--- config.mk ---
export PLATFORM = sky130hd
export DESIGN_NAME = pll_loop_config_regs
export DESIGN_NICKNAME = d
export VERILOG_FILES = /design/src/pll_cfg_pkg.sv /design/src/bit_sync.sv /design/src/cfg_byte_reg.sv /design/src/pll_loop_config_regs.sv
export SDC_FILE = /design/constraint.sdc
export NUM_CORES = 1
export LEC_CHECK = 0
export BUFFER_PORTS_ARGS = -buffer_cell sky130_fd_sc_hd__buf_2
export CORE_UTILIZATION = 45
export CTS_CLUSTER_SIZE = 28
export DETAILED_ROUTE_END_ITERATION = 10
export GPL_ROUTABILITY_DRIVEN = 0
export PLACE_DENSITY = 0.62
export SLEW_MARGIN = 25
export SYNTH_ARGS = -nofsm -noshare
export SYNTH_HDL_FRONTEND = slang
export SYNTH_SLANG_ARGS = --single-unit
--- constraint.sdc ---
create_clock -name clk_i -period 2.91 [get_ports clk_i]
set_input_delay 0.4365 -clock clk_i [delete_from_list [all_inputs] [get_ports clk_i]]
set_output_delay 0.4365 -clock clk_i [all_outputs]
set_load 0.05 [all_outputs]
--- src/pll_cfg_pkg.sv ---
// Constants, register map and state type for the loop configuration bank
package pll_cfg_pkg;

    // ------------------------------------------------------------------
    // Register offsets on the serial management port
    // ------------------------------------------------------------------
    localparam logic [7:0] OFS_FRAC_MOD   = 8'h21;
    localparam logic [7:0] OFS_LOOP_FIRST = 8'h22;
    localparam logic [7:0] OFS_LOOP_SECND = 8'h23;
    localparam logic [7:0] OFS_LF_R2      = 8'h24;
    localparam int         NUM_REGS       = 4;

    // ------------------------------------------------------------------
    // Reset values and writable-bit masks (unmasked bits read zero)
    // ------------------------------------------------------------------
    localparam logic [7:0] RST_FRAC_MOD   = 8'h0C;
    localparam logic [7:0] RST_LOOP_FIRST = 8'h28;
    localparam logic [7:0] RST_LOOP_SECND = 8'h03;
    localparam logic [7:0] RST_LF_R2      = 8'h00;
    localparam logic [7:0] MSK_FRAC_MOD   = 8'h0F;
    localparam logic [7:0] MSK_LOOP_FIRST = 8'hEF;
    localparam logic [7:0] MSK_LOOP_SECND = 8'h77;
    localparam logic [7:0] MSK_LF_R2      = 8'hFF;

    // ------------------------------------------------------------------
    // Field positions
    // ------------------------------------------------------------------
    localparam int DITHER_LSB  = 2;
    localparam int DITHER_W    = 2;
    localparam int ORDER_LSB   = 0;
    localparam int ORDER_W     = 2;
    localparam int DOUBLER_BIT = 5;
    localparam int PUMP_LSB    = 0;
    localparam int PUMP_W      = 4;
    localparam int PHASE_LSB   = 4;
    localparam int PHASE_W     = 3;
    localparam int C3_BIT      = 2;
    localparam int RESV_LSB    = 0;
    localparam int RESV_W      = 2;

    localparam logic [1:0] DITHER_RST = 2'h3;
    localparam logic [1:0] RESV_RST   = 2'h3;

    // ------------------------------------------------------------------
    // Serial port framing
    // ------------------------------------------------------------------
    localparam logic [3:0] BITS_PER_BYTE = 4'h8;
    localparam logic [6:0] DEV_ADDR_DFLT = 7'h2A;

    typedef enum logic [4:0] {
        ST_IDLE   = 5'h01,
        ST_RX     = 5'h02,
        ST_ACK_TX = 5'h04,
        ST_TX     = 5'h08,
        ST_ACK_RX = 5'h10
    } port_state_type;

    typedef enum logic [2:0] {
        PH_ADDR = 3'h1,
        PH_PTR  = 3'h2,
        PH_DATA = 3'h4
    } byte_phase_type;

endpackage

--- src/bit_sync.sv ---
// Two flip-flop synchroniser for pin inputs
`timescale 1ns/1ps
module bit_sync #(
    parameter int WIDTH = 1
) (
    input  wire logic             clk_i,
    input  wire logic             arst_n_i,
    input  wire logic [WIDTH-1:0] async_i,
    output logic      [WIDTH-1:0] sync_o
);
    logic [WIDTH-1:0] meta_r;
    logic [WIDTH-1:0] meta_nxt;
    logic [WIDTH-1:0] sync_nxt;

    always_comb begin
        meta_nxt = async_i;
        sync_nxt = meta_r;
    end

    // Idle bus level is high, so reset to ones avoids a false start
    always_ff @(posedge clk_i or negedge arst_n_i) begin
        if (!arst_n_i) begin
            meta_r <= '1;
            sync_o <= '1;
        end else begin
            meta_r <= meta_nxt;
            sync_o <= sync_nxt;
        end
    end
endmodule // bit_sync

--- src/cfg_byte_reg.sv ---
// One 8-bit configuration register with reset value and writable mask
`timescale 1ns/1ps
module cfg_byte_reg #(
    parameter logic [7:0] RST_VAL = 8'h00,
    parameter logic [7:0] WR_MASK = 8'hFF
) (
    input  wire logic       clk_i,
    input  wire logic       arst_n_i,
    input  wire logic       we_i,
    input  wire logic [7:0] wdata_i,
    output logic      [7:0] q_o
);
    logic [7:0] q_nxt;

    always_comb begin
        q_nxt = q_o;
        if (we_i) begin
            q_nxt = wdata_i & WR_MASK;
        end
    end

    always_ff @(posedge clk_i or negedge arst_n_i) begin
        if (!arst_n_i) begin
            q_o <= RST_VAL & WR_MASK;
        end else begin
            q_o <= q_nxt;
        end
    end
endmodule // cfg_byte_reg

--- src/pll_loop_config_regs.sv ---
// Loop configuration register bank behind a serial management port slave
//
// Functional notes
// - Dither mode field bits 3:2 of fractional register, resets 3; 0 weak, 3 off.
// - Modulator order field bits 1:0 of fractional register, resets 0; 0 integer, 3 third.
// - Doubler enable bit 5 of first loop register, resets 1, enables doubler.
// - Pump current code bits 3:0 of first loop register, resets 0x8.
// - Pump phase delay code bits 6:4 of second loop register, resets 0.
// - Third-order filter enable bit 2 of second loop register, resets 0.
// - Eight-bit resistor two code fills the whole resistor register.
// - Reserved low bits of second loop register reset to 3.
`timescale 1ns/1ps
module pll_loop_config_regs
    import pll_cfg_pkg::*;
#(
    parameter logic [6:0] DEV_ADDR = pll_cfg_pkg::DEV_ADDR_DFLT
) (
    input  wire logic       clk_i,
    input  wire logic       arst_n_i,
    input  wire logic       scl_i,
    input  wire logic       sda_i,
    output logic            sda_o,
    output logic            sda_oe_n_o,
    output logic [1:0]      dither_mode_sel_o,
    output logic [1:0]      mod_order_o,
    output logic            doubler_en_o,
    output logic [3:0]      pump_current_code_o,
    output logic [2:0]      pump_phase_delay_code_o,
    output logic            third_order_filter_en_o,
    output logic [7:0]      filter_resistor_two_code_o
);
    import pll_cfg_pkg::*;

    // ------------------------------------------------------------------
    // Pin synchronisers and bus conditions
    // ------------------------------------------------------------------
    logic [1:0] pin_sync;
    logic       scl_s;
    logic       sda_s;
    logic       scl_d_r;
    logic       sda_d_r;

    bit_sync #(.WIDTH(2)) u_sync (
        .clk_i    (clk_i),
        .arst_n_i (arst_n_i),
        .async_i  ({scl_i, sda_i}),
        .sync_o   (pin_sync)
    );

    assign scl_s = pin_sync[1];
    assign sda_s = pin_sync[0];

    logic start_c;
    logic stop_c;
    logic scl_rise;
    logic scl_fall;

    assign start_c  = scl_s & scl_d_r & sda_d_r & ~sda_s;
    assign stop_c   = scl_s & scl_d_r & ~sda_d_r & sda_s;
    assign scl_rise = scl_s & ~scl_d_r;
    assign scl_fall = ~scl_s & scl_d_r;

    // ------------------------------------------------------------------
    // Register file
    // ------------------------------------------------------------------
    function automatic logic hit(input logic [7:0] ptr, input logic [7:0] ofs);
        hit = (ptr == ofs);
    endfunction

    logic [7:0]          reg_q [NUM_REGS];
    logic [NUM_REGS-1:0] reg_we;
    logic [7:0]          wdata;
    logic                wr_c;
    logic [7:0]          ptr_r;
    logic [7:0]          shift_r;

    assign wdata     = shift_r;
    assign reg_we[0] = wr_c & hit(ptr_r, OFS_FRAC_MOD);
    assign reg_we[1] = wr_c & hit(ptr_r, OFS_LOOP_FIRST);
    assign reg_we[2] = wr_c & hit(ptr_r, OFS_LOOP_SECND);
    assign reg_we[3] = wr_c & hit(ptr_r, OFS_LF_R2);

    cfg_byte_reg #(.RST_VAL(RST_FRAC_MOD), .WR_MASK(MSK_FRAC_MOD)) u_frac (
        .clk_i (clk_i), .arst_n_i (arst_n_i), .we_i (reg_we[0]), .wdata_i (wdata), .q_o (reg_q[0])
    );
    cfg_byte_reg #(.RST_VAL(RST_LOOP_FIRST), .WR_MASK(MSK_LOOP_FIRST)) u_loop1 (
        .clk_i (clk_i), .arst_n_i (arst_n_i), .we_i (reg_we[1]), .wdata_i (wdata), .q_o (reg_q[1])
    );
    cfg_byte_reg #(.RST_VAL(RST_LOOP_SECND), .WR_MASK(MSK_LOOP_SECND)) u_loop2 (
        .clk_i (clk_i), .arst_n_i (arst_n_i), .we_i (reg_we[2]), .wdata_i (wdata), .q_o (reg_q[2])
    );
    cfg_byte_reg #(.RST_VAL(RST_LF_R2), .WR_MASK(MSK_LF_R2)) u_lfr2 (
        .clk_i (clk_i), .arst_n_i (arst_n_i), .we_i (reg_we[3]), .wdata_i (wdata), .q_o (reg_q[3])
    );

    assign dither_mode_sel_o          = reg_q[0][DITHER_LSB +: DITHER_W];
    assign mod_order_o                = reg_q[0][ORDER_LSB +: ORDER_W];
    assign doubler_en_o               = reg_q[1][DOUBLER_BIT];
    assign pump_current_code_o        = reg_q[1][PUMP_LSB +: PUMP_W];
    assign pump_phase_delay_code_o    = reg_q[2][PHASE_LSB +: PHASE_W];
    assign third_order_filter_en_o    = reg_q[2][C3_BIT];
    assign filter_resistor_two_code_o = reg_q[3];

    // Unmapped pointers read as zero and swallow writes
    function automatic logic [7:0] rd_byte(input logic [7:0] ptr);
        rd_byte = 8'h00;
        if (hit(ptr, OFS_FRAC_MOD))   rd_byte = reg_q[0];
        if (hit(ptr, OFS_LOOP_FIRST)) rd_byte = reg_q[1];
        if (hit(ptr, OFS_LOOP_SECND)) rd_byte = reg_q[2];
        if (hit(ptr, OFS_LF_R2))      rd_byte = reg_q[3];
    endfunction

    // ------------------------------------------------------------------
    // Serial slave state machine
    // ------------------------------------------------------------------
    port_state_type state_r, state_nxt;
    byte_phase_type phase_r, phase_nxt;
    logic [7:0]     shift_nxt;
    logic [7:0]     ptr_nxt;
    logic [3:0]     cnt_r, cnt_nxt;
    logic           rd_r, rd_nxt;
    logic           nack_r, nack_nxt;
    logic           oe_n_nxt;
    logic [7:0]     rd_now;

    // A process, not an assign, so that register updates also refresh the read byte
    always_comb begin
        rd_now = rd_byte(ptr_r);
    end
    assign wr_c   = (state_r == ST_RX) & scl_fall & (cnt_r == BITS_PER_BYTE) & (phase_r == PH_DATA);

    always_comb begin
        state_nxt = state_r;
        phase_nxt = phase_r;
        shift_nxt = shift_r;
        ptr_nxt   = ptr_r;
        cnt_nxt   = cnt_r;
        rd_nxt    = rd_r;
        nack_nxt  = nack_r;
        oe_n_nxt  = sda_oe_n_o;
        if (start_c) begin
            state_nxt = ST_RX;
            phase_nxt = PH_ADDR;
            cnt_nxt   = 4'h0;
            oe_n_nxt  = 1'b1;
        end else if (stop_c) begin
            state_nxt = ST_IDLE;
            oe_n_nxt  = 1'b1;
        end else begin
            case (state_r)
                ST_RX: begin
                    if (scl_rise && cnt_r != BITS_PER_BYTE) begin
                        shift_nxt = {shift_r[6:0], sda_s};
                        cnt_nxt   = cnt_r + 4'h1;
                    end else if (scl_fall && cnt_r == BITS_PER_BYTE) begin
                        state_nxt = ST_ACK_TX;
                        oe_n_nxt  = 1'b0;
                        case (phase_r)
                            PH_ADDR: begin
                                rd_nxt = shift_r[0];
                                if (shift_r[7:1] != DEV_ADDR) begin
                                    state_nxt = ST_IDLE;
                                    oe_n_nxt  = 1'b1;
                                end
                            end
                            PH_PTR:  ptr_nxt = shift_r;
                            default: ptr_nxt = ptr_r + 8'h01;
                        endcase
                    end
                end
                ST_ACK_TX: begin
                    if (scl_fall) begin
                        cnt_nxt = 4'h0;
                        if (phase_r == PH_ADDR && rd_r) begin
                            state_nxt = ST_TX;
                            shift_nxt = rd_now;
                            oe_n_nxt  = rd_now[7];
                            ptr_nxt   = ptr_r + 8'h01;
                        end else begin
                            state_nxt = ST_RX;
                            oe_n_nxt  = 1'b1;
                            phase_nxt = (phase_r == PH_ADDR) ? PH_PTR : PH_DATA;
                        end
                    end
                end
                ST_TX: begin
                    if (scl_rise) begin
                        cnt_nxt = cnt_r + 4'h1;
                    end else if (scl_fall) begin
                        if (cnt_r == BITS_PER_BYTE) begin
                            state_nxt = ST_ACK_RX;
                            oe_n_nxt  = 1'b1;
                        end else begin
                            shift_nxt = {shift_r[6:0], 1'b0};
                            oe_n_nxt  = shift_r[6];
                        end
                    end
                end
                ST_ACK_RX: begin
                    if (scl_rise) begin
                        nack_nxt = sda_s;
                    end else if (scl_fall) begin
                        cnt_nxt = 4'h0;
                        if (nack_r) begin
                            state_nxt = ST_IDLE;
                        end else begin
                            state_nxt = ST_TX;
                            shift_nxt = rd_now;
                            oe_n_nxt  = rd_now[7];
                            ptr_nxt   = ptr_r + 8'h01;
                        end
                    end
                end
                default: begin
                    state_nxt = ST_IDLE;
                    oe_n_nxt  = 1'b1;
                end
            endcase
        end
    end

    always_ff @(posedge clk_i or negedge arst_n_i) begin
        if (!arst_n_i) begin
            state_r    <= ST_IDLE;
            phase_r    <= PH_ADDR;
            shift_r    <= 8'h00;
            ptr_r      <= 8'h00;
            cnt_r      <= 4'h0;
            rd_r       <= 1'b0;
            nack_r     <= 1'b0;
            sda_oe_n_o <= 1'b1;
            sda_o      <= 1'b0;
            scl_d_r    <= 1'b1;
            sda_d_r    <= 1'b1;
        end else begin
            state_r    <= state_nxt;
            phase_r    <= phase_nxt;
            shift_r    <= shift_nxt;
            ptr_r      <= ptr_nxt;
            cnt_r      <= cnt_nxt;
            rd_r       <= rd_nxt;
            nack_r     <= nack_nxt;
            sda_oe_n_o <= oe_n_nxt;
            sda_o      <= 1'b0;
            scl_d_r    <= scl_s;
            sda_d_r    <= sda_s;
        end
    end

    // ------------------------------------------------------------------
    // Assertions
    // ------------------------------------------------------------------
    logic [NUM_REGS-1:0] wr_seen_r;

    always_ff @(posedge clk_i or negedge arst_n_i) begin
        if (!arst_n_i) begin
            wr_seen_r <= '0;
        end else begin
            wr_seen_r <= wr_seen_r | reg_we;
        end
    end
endmodule // pll_loop_config_regs

==> results.txt, run 1 <==
Slew Limit Fails: 0
CTS max path bufs: 2
warnings from Yosys: 0
largest net degree at the start of global routing: 38
dominant synthesized flop cell: dfrtp_1
global-route wire length before repair: 13600 um
clock root buffer: clkbuf_8
Post-synth ARST share: 100%
critical path required time: 3.14 ns
FF+latch count, synth: 62
Max Cap Viol: 0
Seq/Total Area, Yosys: 44.4%
# diodes: 0
relative slew slack: 56.4%
PD cells: 470 mW/mm^2
DRT Pass-1 Iters: 4
Overall Global Routing Usage: 21.5%
Synth Instances: 342
starting density of the core: 47.7%
clk sinks: 62
routed wire length: 8330 um
CP Launch Type: register
Worst Tran Pin Value: 0.653 ns
clock transition at the registers of the reported paths: 0.07 ns
leakage: 1.75 nW
endpoint class of the critical path: register
Vias/cell: 5.94
delay-heaviest family, CP: simple AND/OR/NAND/NOR gates
ANT nets after route: 0
total I/O pin count: 27
EDFF count, synth: 0
CP max-delay cell: or4b_4
Die Height: 90.7 um
# Post-CTS Setup Buffers: 0
post-layout min period: 2.64 ns
Layout Area Growth over Synthesis: 8.07%
vias in the first global route: 2572
grt ovf: 0
crit path cell chain: or4b_4, nor3_1, and4_1, and3_1, mux2_2
CTS Buf Count: 9
setup violators final: 0
critical-path maximum fanout: 9
setup_tns: 0 ns
via count: 2707
DRC viols: 0
Syn Area/Cell: 10.3 um^2
Die Wd: 90.7 um
status: completed
CTS H-tree lvls: 3
WL per Instance: 18.3 um
Hold WS: 0.190 ns
WP buf/inv: 0
area of the core: 0.00741 mm^2
Max Clock Skew: 0.0109 ns
Critical Path Max Stage Delay: 0.58 ns
fin cells: 456
Initial DRC Count: 262
Placed Cells: 439
Site Rows: 31
synth unique cells: 54
unrepaired setup endpoints after global routing: no
CTS tree: done
worst hold-check path type: in2reg
CP Data Arrival Time: 2.87 ns
Fin. Hold Viols: 0
worst skew pair latency: 0.34 ns
Crit Path Class: reg2reg
fraction of layout cells with a size suffix above 1: 30.5%
mapped cell area: 0.00354 mm^2
fin nets: 362
initial antenna violation count: 0
die area: 0.00822 mm^2
max frequency: 0.378 GHz
worst vdd ir: 319 uV
final period utilization: 90.9%
syn_nets: 352
IO buf count: 25
post-cts sizing count: 0
hpwl dp: 5890 um
-- area by class of cell --
cell class              instances  area [um^2]
fillers                       677         3590
well taps                      99          124
clock inverters                 7         73.8
clock buffers                   9          124
repair buffers                 35          203
inverters                      10         37.5
multi-input cells             234         1690
flip-flops and latches         62         1570
-- final timing paths --
kind                             startpoint                to  slack, ns  cells past startpoint
min in group asynchronous          arst_n_i          ptr_r[6]       0.47                      2
max reg2reg                      state_r[2]    u_loop1.q_o[7]       0.27                      5
max                              state_r[2]    u_loop1.q_o[7]       0.27                      5
min                                   scl_i  u_sync.meta_r[1]       0.19                      1
max in group asynchronous          arst_n_i           scl_d_r       1.70                      3
min reg2reg                u_sync.meta_r[0]  u_sync.sync_o[0]       0.35                      0
-- routing by layer --
metal	wire, um	up-vias	GRT usage, %
li1	-	1256	-
met1	4120	1363	31.6
met2	3660	77	31.1
met3	407	11	4.21
met4	141	0	8.20
met5	0	-	0
-- flip-flops by register name, indices dropped and copies added (netlist names) --
| signal | count |
|---|---|
| scl_d_r | 1 |
| u_sync.meta_r | 2 |
| u_sync.sync_o | 2 |
| nack_r | 1 |
| cnt_r | 4 |
| phase_r | 3 |
| u_lfr2.q_o | 8 |
| u_frac.q_o | 4 |
| state_r | 5 |
| shift_r | 8 |
| sda_oe_n_o | 1 |
| ptr_r | 8 |
| u_loop2.q_o | 6 |
| rd_r | 1 |
| sda_d_r | 1 |
| u_loop1.q_o | 7 |
-- layout by cell type, fill, tap and decap left out, types with 8 or more instances in the layout --
master    instances
buf_2            25
nand3_1          18
clkbuf_8          9
o21ai_0          13
inv_1            10
and3_1            8
a21oi_1          14
nor2_1           22
dfrtp_1          47
buf_4             9
a31oi_1          10
nand2_1          20
nor3_1            8
mux2_2           39
dfstp_2          15
-- kinds of logic after synthesis --
group / Yosys count / share of synthesized area, %
buf+inv: 46 / 7.82
xor+xnor: 4 / 0.991
flops: 62 / 44.4
simple gates: 111 / 17.4
other cells: 1 / 0.106
compound gates: 71 / 14.2
mux: 41 / 13.0
fa+ha+maj: 6 / 2.12
-- stage by stage --
stage / utilization [%] / instance area (um^2) / worst slack [ns] / power, W
6_report: 51.6 / 3820 / 0.266 / 0.00180
5_1_grt: 51.6 / 3820 / 0.156 / 0.00187
4_1_cts: 51.6 / 3820 / 0.308 / 0.00181
3_5_place_dp: 48.8 / 3610 / 0.320 / 0.00105
3_3_place_gp: 48.8 / 3610 / 0.377 / 0.00105
2_1_floorplan: - / 3540 / 0.648 / 0.000994
-- power by group --
group	switching (W)	total (W)	internal (W)
registers	0.0000217	0.000907	0.000885
logic	0.0000799	0.000128	0.0000483
clock network	0.000364	0.000760	0.000396
total	0.000466	0.00180	0.00133
-- Yosys cell counts, types with 8 or more instances --
| cell type | number | area (um^2) |
|---|---|---|
| buf_4 | 22 | 165 |
| and3_1 | 8 | 50.1 |
| dfrtp_1 | 47 | 1180 |
| a21oi_1 | 14 | 70.1 |
| mux2_2 | 39 | 439 |
| nand2_1 | 20 | 75.1 |
| nand3_1 | 18 | 90.1 |
| a31oi_1 | 10 | 62.6 |
| nor2_1 | 22 | 82.6 |
| inv_1 | 10 | 37.5 |
| o21ai_0 | 13 | 65.1 |
| dfstp_2 | 15 | 394 |
| nor3_1 | 8 | 40.0 |
-- repair_timing --
action	4_1_cts	5_1_grt
setup endpoints to repair	0	0
hold buffers	1	0
hold endpoints to repair	5	0
(Power assumes the default switching activity.)
==> run 2: changes to the inputs <==
--- a/config.mk
+++ b/config.mk
@@ -10,6 +10,7 @@
 export CTS_CLUSTER_SIZE = 28
 export DETAILED_ROUTE_END_ITERATION = 10
 export GPL_ROUTABILITY_DRIVEN = 0
+export MAX_ROUTING_LAYER = met4
 export PLACE_DENSITY = 0.62
 export SLEW_MARGIN = 25
 export SYNTH_ARGS = -nofsm -noshare
==> results.txt, run 2 (same netlist as run 1, synthesis figures left out) <==
post-layout min period: 2.65 ns (was 2.64 ns)
fin nets: 362 (unchanged)
NetSw: 0.000468 W (was 0.000466 W)
register-to-register setup slack: 0.26 ns (was 0.27 ns)
CTS Buf Count: 9 (unchanged)
reg2reg end: u_loop1.q_o[7] (unchanged)
total I/O pin count: 27 (unchanged)
ANT nets after route: 0 (unchanged)
Slew Limit Fails: 0 (unchanged)
fraction of layout cells with a size suffix above 1: 30.5% (unchanged)
WHS Path Cells: 1 (unchanged)
commonest non-fill, non-tap cell in the layout: dfrtp_1 (unchanged)
Die Wd: 90.7 um (unchanged)
Site Rows: 31 (unchanged)
IO buf count: 25 (unchanged)
Vias/cell: 5.89 (was 5.94)
most frequent cells in the layout: 47 x dfrtp_1, 39 x mux2_2, 25 x buf_2, 22 x nor2_1, 20 x nand2_1 (unchanged)
crit path cell chain: or4b_4, nor3_1, and4_1, and3_1, mux2_2 (unchanged)
relative slew slack: 55.0% (was 56.4%)
area of the core: 0.00741 mm^2 (unchanged)
Worst Hold Launch: scl_i (unchanged)
Fin. Hold Viols: 0 (unchanged)
Critical Path Max Stage Delay: 0.59 ns (was 0.58 ns)
routed wire length: 8300 um (was 8330 um)
Crit Path Class: reg2reg (unchanged)
Die Height: 90.7 um (unchanged)
Max Clock Skew: 0.0108 ns (was 0.0109 ns)
Initial DRC Count: 281 (was 262)
CTS max path bufs: 2 (unchanged)
unrepaired setup endpoints after global routing: no (unchanged)
global-route wire length before repair: 13600 um (about the same)
clock transition at the registers of the reported paths: 0.08 ns (was 0.07 ns)
endpoint class of the critical path: register (unchanged)
Overall Global Routing Usage: 22.1% (was 21.5%)
DRT Pass-1 Iters: 4 (unchanged)
worst vdd ir: 319 uV (about the same)
Max Cap Viol: 0 (unchanged)
die area: 0.00822 mm^2 (unchanged)
Core Util, Final: 51.6% (unchanged)
worst skew pair latency: 0.34 ns (about the same)
setup violators final: 0 (unchanged)
Layout Area Growth over Synthesis: 8.07% (unchanged)
Combinational Power Share: 7.1% (about the same)
fillers: 677 (unchanged)
DRC viols: 0 (unchanged)
clock power share: 42.4% (was 42.3%)
CTS tree: done (unchanged)
switch share: 26.0% (was 25.9%)
WL per Instance: 18.2 um (was 18.3 um)
max frequency: 0.377 GHz (was 0.378 GHz)
clock root buffer: clkbuf_8 (unchanged)
critical path required time: 3.14 ns (about the same)
fin cells: 456 (unchanged)
CP Data Arrival Time: 2.88 ns (was 2.87 ns)
initial antenna violation count: 0 (unchanged)
grt ovf: 0 (unchanged)
Pint: 0.00133 W (about the same)
reg2reg start: state_r[2] (unchanged)
final period utilization: 91.2% (was 90.9%)
CTS H-tree lvls: 3 (unchanged)
cell count of the worst reg-to-reg path: 5 (unchanged)
CP max-delay cell: or4b_4 (unchanged)
starting density of the core: 47.7% (unchanged)
worst hold-check path type: in2reg (unchanged)
top flop regs: ptr_r x8, shift_r x8, u_lfr2.q_o x8 (unchanged)
vias in the first global route: 2569 (was 2572)
leakage: 1.75 nW (unchanged)
setup_tns: 0 ns (unchanged)
Placed Cells: 439 (unchanged)
critical-path maximum fanout: 9 (unchanged)
largest net degree at the start of global routing: 38 (unchanged)
clk sinks: 62 (unchanged)
status: completed (unchanged)
Hold WS: 0.191 ns (was 0.190 ns)
# diodes: 0 (unchanged)
CP Launch Type: register (unchanged)
sequential share of power: 50.5% (about the same)
post-cts sizing count: 0 (unchanged)
hpwl dp: 5890 um (unchanged)
via count: 2688 (was 2707)
PD cells: 470 mW/mm^2 (about the same)
hold path endpoint: u_sync.meta_r[1] (unchanged)
Worst Tran Pin Value: 0.674 ns (was 0.653 ns)
run 2: how the worst max path moves through the flow:
stage	start	end	slack [ns]
CTS	state_r[3]	u_loop1.q_o[7]	0.31
detailed placement	state_r[3]	u_loop1.q_o[6]	0.32
global route	state_r[3]	u_loop1.q_o[2]	0.16
floorplan	state_r[3]	u_loop2.q_o[2]	0.65
finish	state_r[2]	u_loop1.q_o[7]	0.26
global placement	state_r[3]	u_loop1.q_o[1]	0.38
run 2: layer usage:
layer | share of wire, % | vias up | global-route usage (%) | wire length [um]
li1 | - | 1255 | - | -
met3 | 4.8 | 11 | 4.21 | 395
met1 | 50 | 1343 | 31.5 | 4130
met2 | 44 | 79 | 31.1 | 3630
met5 | 0 | - | - | 0
met4 | 1.7 | 0 | 8.20 | 141
run 2: worst max-delay path: cells and delay by family, from the launching register on:
kind	cells	cell delay [ns]
flops	1	0.49
simple gates	4	1.67
mux	1	0.37
run 2: layout make-up:
type | instances | area, um^2 | area share [%]
multi-input cells | 234 | 1690 | 44.2
inverters | 10 | 37.5 | 0.982
clock buffers | 9 | 124 | 3.24
clock inverters | 7 | 73.8 | 1.93
flip-flops and latches | 62 | 1570 | 41.1
well taps | 99 | 124 | 3.24
repair buffers | 35 | 203 | 5.30
run 2: timing repair:
item | 4_1_cts | 5_1_grt
buffers inserted | 0 | 0
hold buffers | 1 | 0
setup endpoints to repair | 0 | 0
hold endpoints to repair | 5 | 0
run 2: metrics by stage:
step	worst slack [ns]	cell area [um^2]	power, W
finish	0.256	3820	0.00180
global route	0.156	3820	0.00187
CTS	0.308	3820	0.00181
detailed placement	0.320	3610	0.00105
global placement	0.377	3610	0.00105
floorplan	0.648	3540	0.000994
run 2: power by group through the flow:
stage	sequential [W]	combinational, W	clock [W]
4_1_cts	0.000907	0.000129	0.000778
6_report	0.000907	0.000128	0.000762
2_1_floorplan	0.000914	0.0000792	0
3_3_place_gp	0.000921	0.000127	0
5_1_grt	0.000910	0.000144	0.000819
3_5_place_dp	0.000923	0.000128	0
==> run 3: changes to the inputs <==
--- a/config.mk
+++ b/config.mk
@@ -11,7 +11,7 @@
 export DETAILED_ROUTE_END_ITERATION = 10
 export GPL_ROUTABILITY_DRIVEN = 0
 export MAX_ROUTING_LAYER = met4
-export PLACE_DENSITY = 0.62
+export PLACE_DENSITY = 0.67
 export SLEW_MARGIN = 25
 export SYNTH_ARGS = -nofsm -noshare
 export SYNTH_HDL_FRONTEND = slang
==> constraint.sdc (replaced) <==
create_clock -name clk_i -period 2.91 [get_ports clk_i]
set_input_delay 0.1455 -clock clk_i [delete_from_list [all_inputs] [get_ports clk_i]]
set_output_delay 0.1455 -clock clk_i [all_outputs]
set_load 0.05 [all_outputs]
==> results.txt, run 3 (same netlist as run 1, synthesis figures left out) <==
status: completed (unchanged)
Crit Path Class: reg2reg (unchanged)
routed wire length: 8140 um (was 8300 um)
global-route wire length before repair: 13600 um (about the same)
ANT nets after route: 0 (unchanged)
Layout Area Growth over Synthesis: 8.88% (was 8.07%)
CTS tree: done (unchanged)
CTS H-tree lvls: 3 (unchanged)
DP Worst Slack: 0.320 ns (about the same)
CP Data Arrival Time: 2.84 ns (was 2.88 ns)
fin nets: 362 (unchanged)
CP Launch Type: register (unchanged)
# Post-CTS Setup Buffers: 0 (unchanged)
Vias/cell: 5.85 (was 5.89)
commonest non-fill, non-tap cell in the layout: dfrtp_1 (unchanged)
clk sinks: 62 (unchanged)
DRC viols: 0 (unchanged)
grt ovf: 0 (unchanged)
CTS Buf Count: 9 (unchanged)
critical path required time: 3.14 ns (about the same)
CP max-delay cell: or4b_4 (unchanged)
Core Util, Final: 52.0% (was 51.6%)
setup violators final: 0 (unchanged)
clock root buffer: clkbuf_8 (unchanged)
vias in the first global route: 2635 (was 2569)
reg2reg start: state_r[3] (was state_r[2])
largest net degree at the start of global routing: 36 (was 38)
DRT Pass-1 Iters: 4 (unchanged)
relative slew slack: 52.8% (was 55.0%)
PD cells: 486 mW/mm^2 (was 470 mW/mm^2)
metal3 WL: 382 um (was 395 um)
crit path cell chain: or4b_4, nor3_1, and4_1, and2_1, mux2_2 (was or4b_4, nor3_1, and4_1, and3_1, mux2_2)
delay-heaviest family, CP: simple AND/OR/NAND/NOR gates (unchanged)
Max Clock Skew: 0.0117 ns (was 0.0108 ns)
die area: 0.00822 mm^2 (unchanged)
Fin. Hold Viols: 0 (unchanged)
critical-path maximum fanout: 9 (unchanged)
# diodes: 0 (unchanged)
Site Rows: 31 (unchanged)
most frequent cells in the layout: 47 x dfrtp_1, 39 x mux2_2, 25 x buf_2, 22 x nor2_1, 20 x nand2_1 (unchanged)
Max Cap Viol: 0 (unchanged)
CTS Hold Bufs: 3 (was 1)
top flop regs: ptr_r x8, shift_r x8, u_lfr2.q_o x8 (unchanged)
worst vdd ir: 306 uV (was 319 uV)
Final Power: 0.00187 W (was 0.00180 W)
Critical Path Max Stage Delay: 0.60 ns (was 0.59 ns)
reg2reg end: u_lfr2.q_o[7] (was u_loop1.q_o[7])
Die Height: 90.7 um (unchanged)
area of the core: 0.00741 mm^2 (unchanged)
post-cts sizing count: 0 (unchanged)
fraction of layout cells with a size suffix above 1: 30.0% (was 30.5%)
leakage: 1.77 nW (was 1.75 nW)
final period utilization: 89.8% (was 91.2%)
DRT met1 WL: 3820 um (was 4130 um)
starting density of the core: 47.7% (unchanged)
Overall Global Routing Usage: 21.9% (was 22.1%)
Slew Limit Fails: 0 (unchanged)
CTS max path bufs: 2 (unchanged)
initial antenna violation count: 0 (unchanged)
register-to-register setup slack: 0.30 ns (was 0.26 ns)
via count: 2668 (was 2688)
top routing layer used: met4 (unchanged)
Initial DRC Count: 235 (was 281)
fillers: 672 (was 677)
cell count of the worst reg-to-reg path: 5 (unchanged)
endpoint class of the critical path: register (unchanged)
worst skew pair latency: 0.35 ns (was 0.34 ns)
IO buf count: 25 (unchanged)
unrepaired setup endpoints after global routing: no (unchanged)
WP buf/inv: 0 (unchanged)
post-layout min period: 2.61 ns (was 2.65 ns)
clock transition at the registers of the reported paths: 0.08 ns (about the same)
metal2 WL: 3820 um (was 3630 um)
hpwl dp: 5890 um (about the same)
Die Wd: 90.7 um (unchanged)
total I/O pin count: 27 (unchanged)
final worst slack: 0.298 ns (was 0.256 ns)
max frequency: 0.383 GHz (was 0.377 GHz)
setup_tns: 0 ns (unchanged)
WL per Instance: 17.9 um (was 18.2 um)
Worst Tran Pin Value: 0.703 ns (was 0.674 ns)
worst hold-check path type: in2async (was in2reg)
## run 3: cell type report
| type | instances | area, um^2 | area share [%] |
|---|---|---|---|
| Clock buffer | 9 | 124 | 3.22 |
| Clock inverter | 7 | 97.6 | 2.53 |
| Inverter | 10 | 37.5 | 0.975 |
| Multi-Input combinational cell | 234 | 1690 | 43.9 |
| Sequential cell | 62 | 1570 | 40.8 |
| Tap cell | 99 | 124 | 3.22 |
| Timing Repair Buffer | 35 | 208 | 5.39 |
## run 3: worst reg2reg max path, stage by stage, from the launching register on
cell,delay (ns)
dfrtp_1,0.48
or4b_4,0.60
nor3_1,0.29
and4_1,0.36
and2_1,0.39
mux2_2,0.38
## run 3: per-stage QoR
step | cell area, um^2 | hold WS, ns | instances
2_1_floorplan | 3540 | -0.150 | 342
3_3_place_gp | 3600 | 0.185 | 437
3_5_place_dp | 3600 | 0.187 | 437
4_1_cts | 3850 | 0.345 | 456
5_1_grt | 3850 | 0.361 | 456
6_report | 3850 | 0.340 | 456
## run 3: metal layers
metal	vias up	track usage (%)
li1	1250	-
met1	1344	29.7
met2	60	33.1
met3	14	3.45
met4	0	8.47
met5	-	-
## run 3: how the worst max path moves through the flow
stage / endpoint / startpoint / cells after the start
floorplan: u_loop2.q_o[2] / state_r[3] / 7
detailed placement: u_lfr2.q_o[7] / state_r[3] / 5
global placement: u_loop1.q_o[7] / state_r[3] / 5
finish: u_lfr2.q_o[7] / state_r[3] / 5
global route: u_lfr2.q_o[5] / state_r[3] / 5
CTS: u_lfr2.q_o[7] / state_r[2] / 5
## run 3: report_power, final
| part | switching (W) | internal [W] | total, W |
|---|---|---|---|
| clock | 0.000352 | 0.000484 | 0.000836 |
| sequential | 0.0000208 | 0.000886 | 0.000906 |
| combinational | 0.0000787 | 0.0000490 | 0.000128 |
| total | 0.000451 | 0.00142 | 0.00187 |
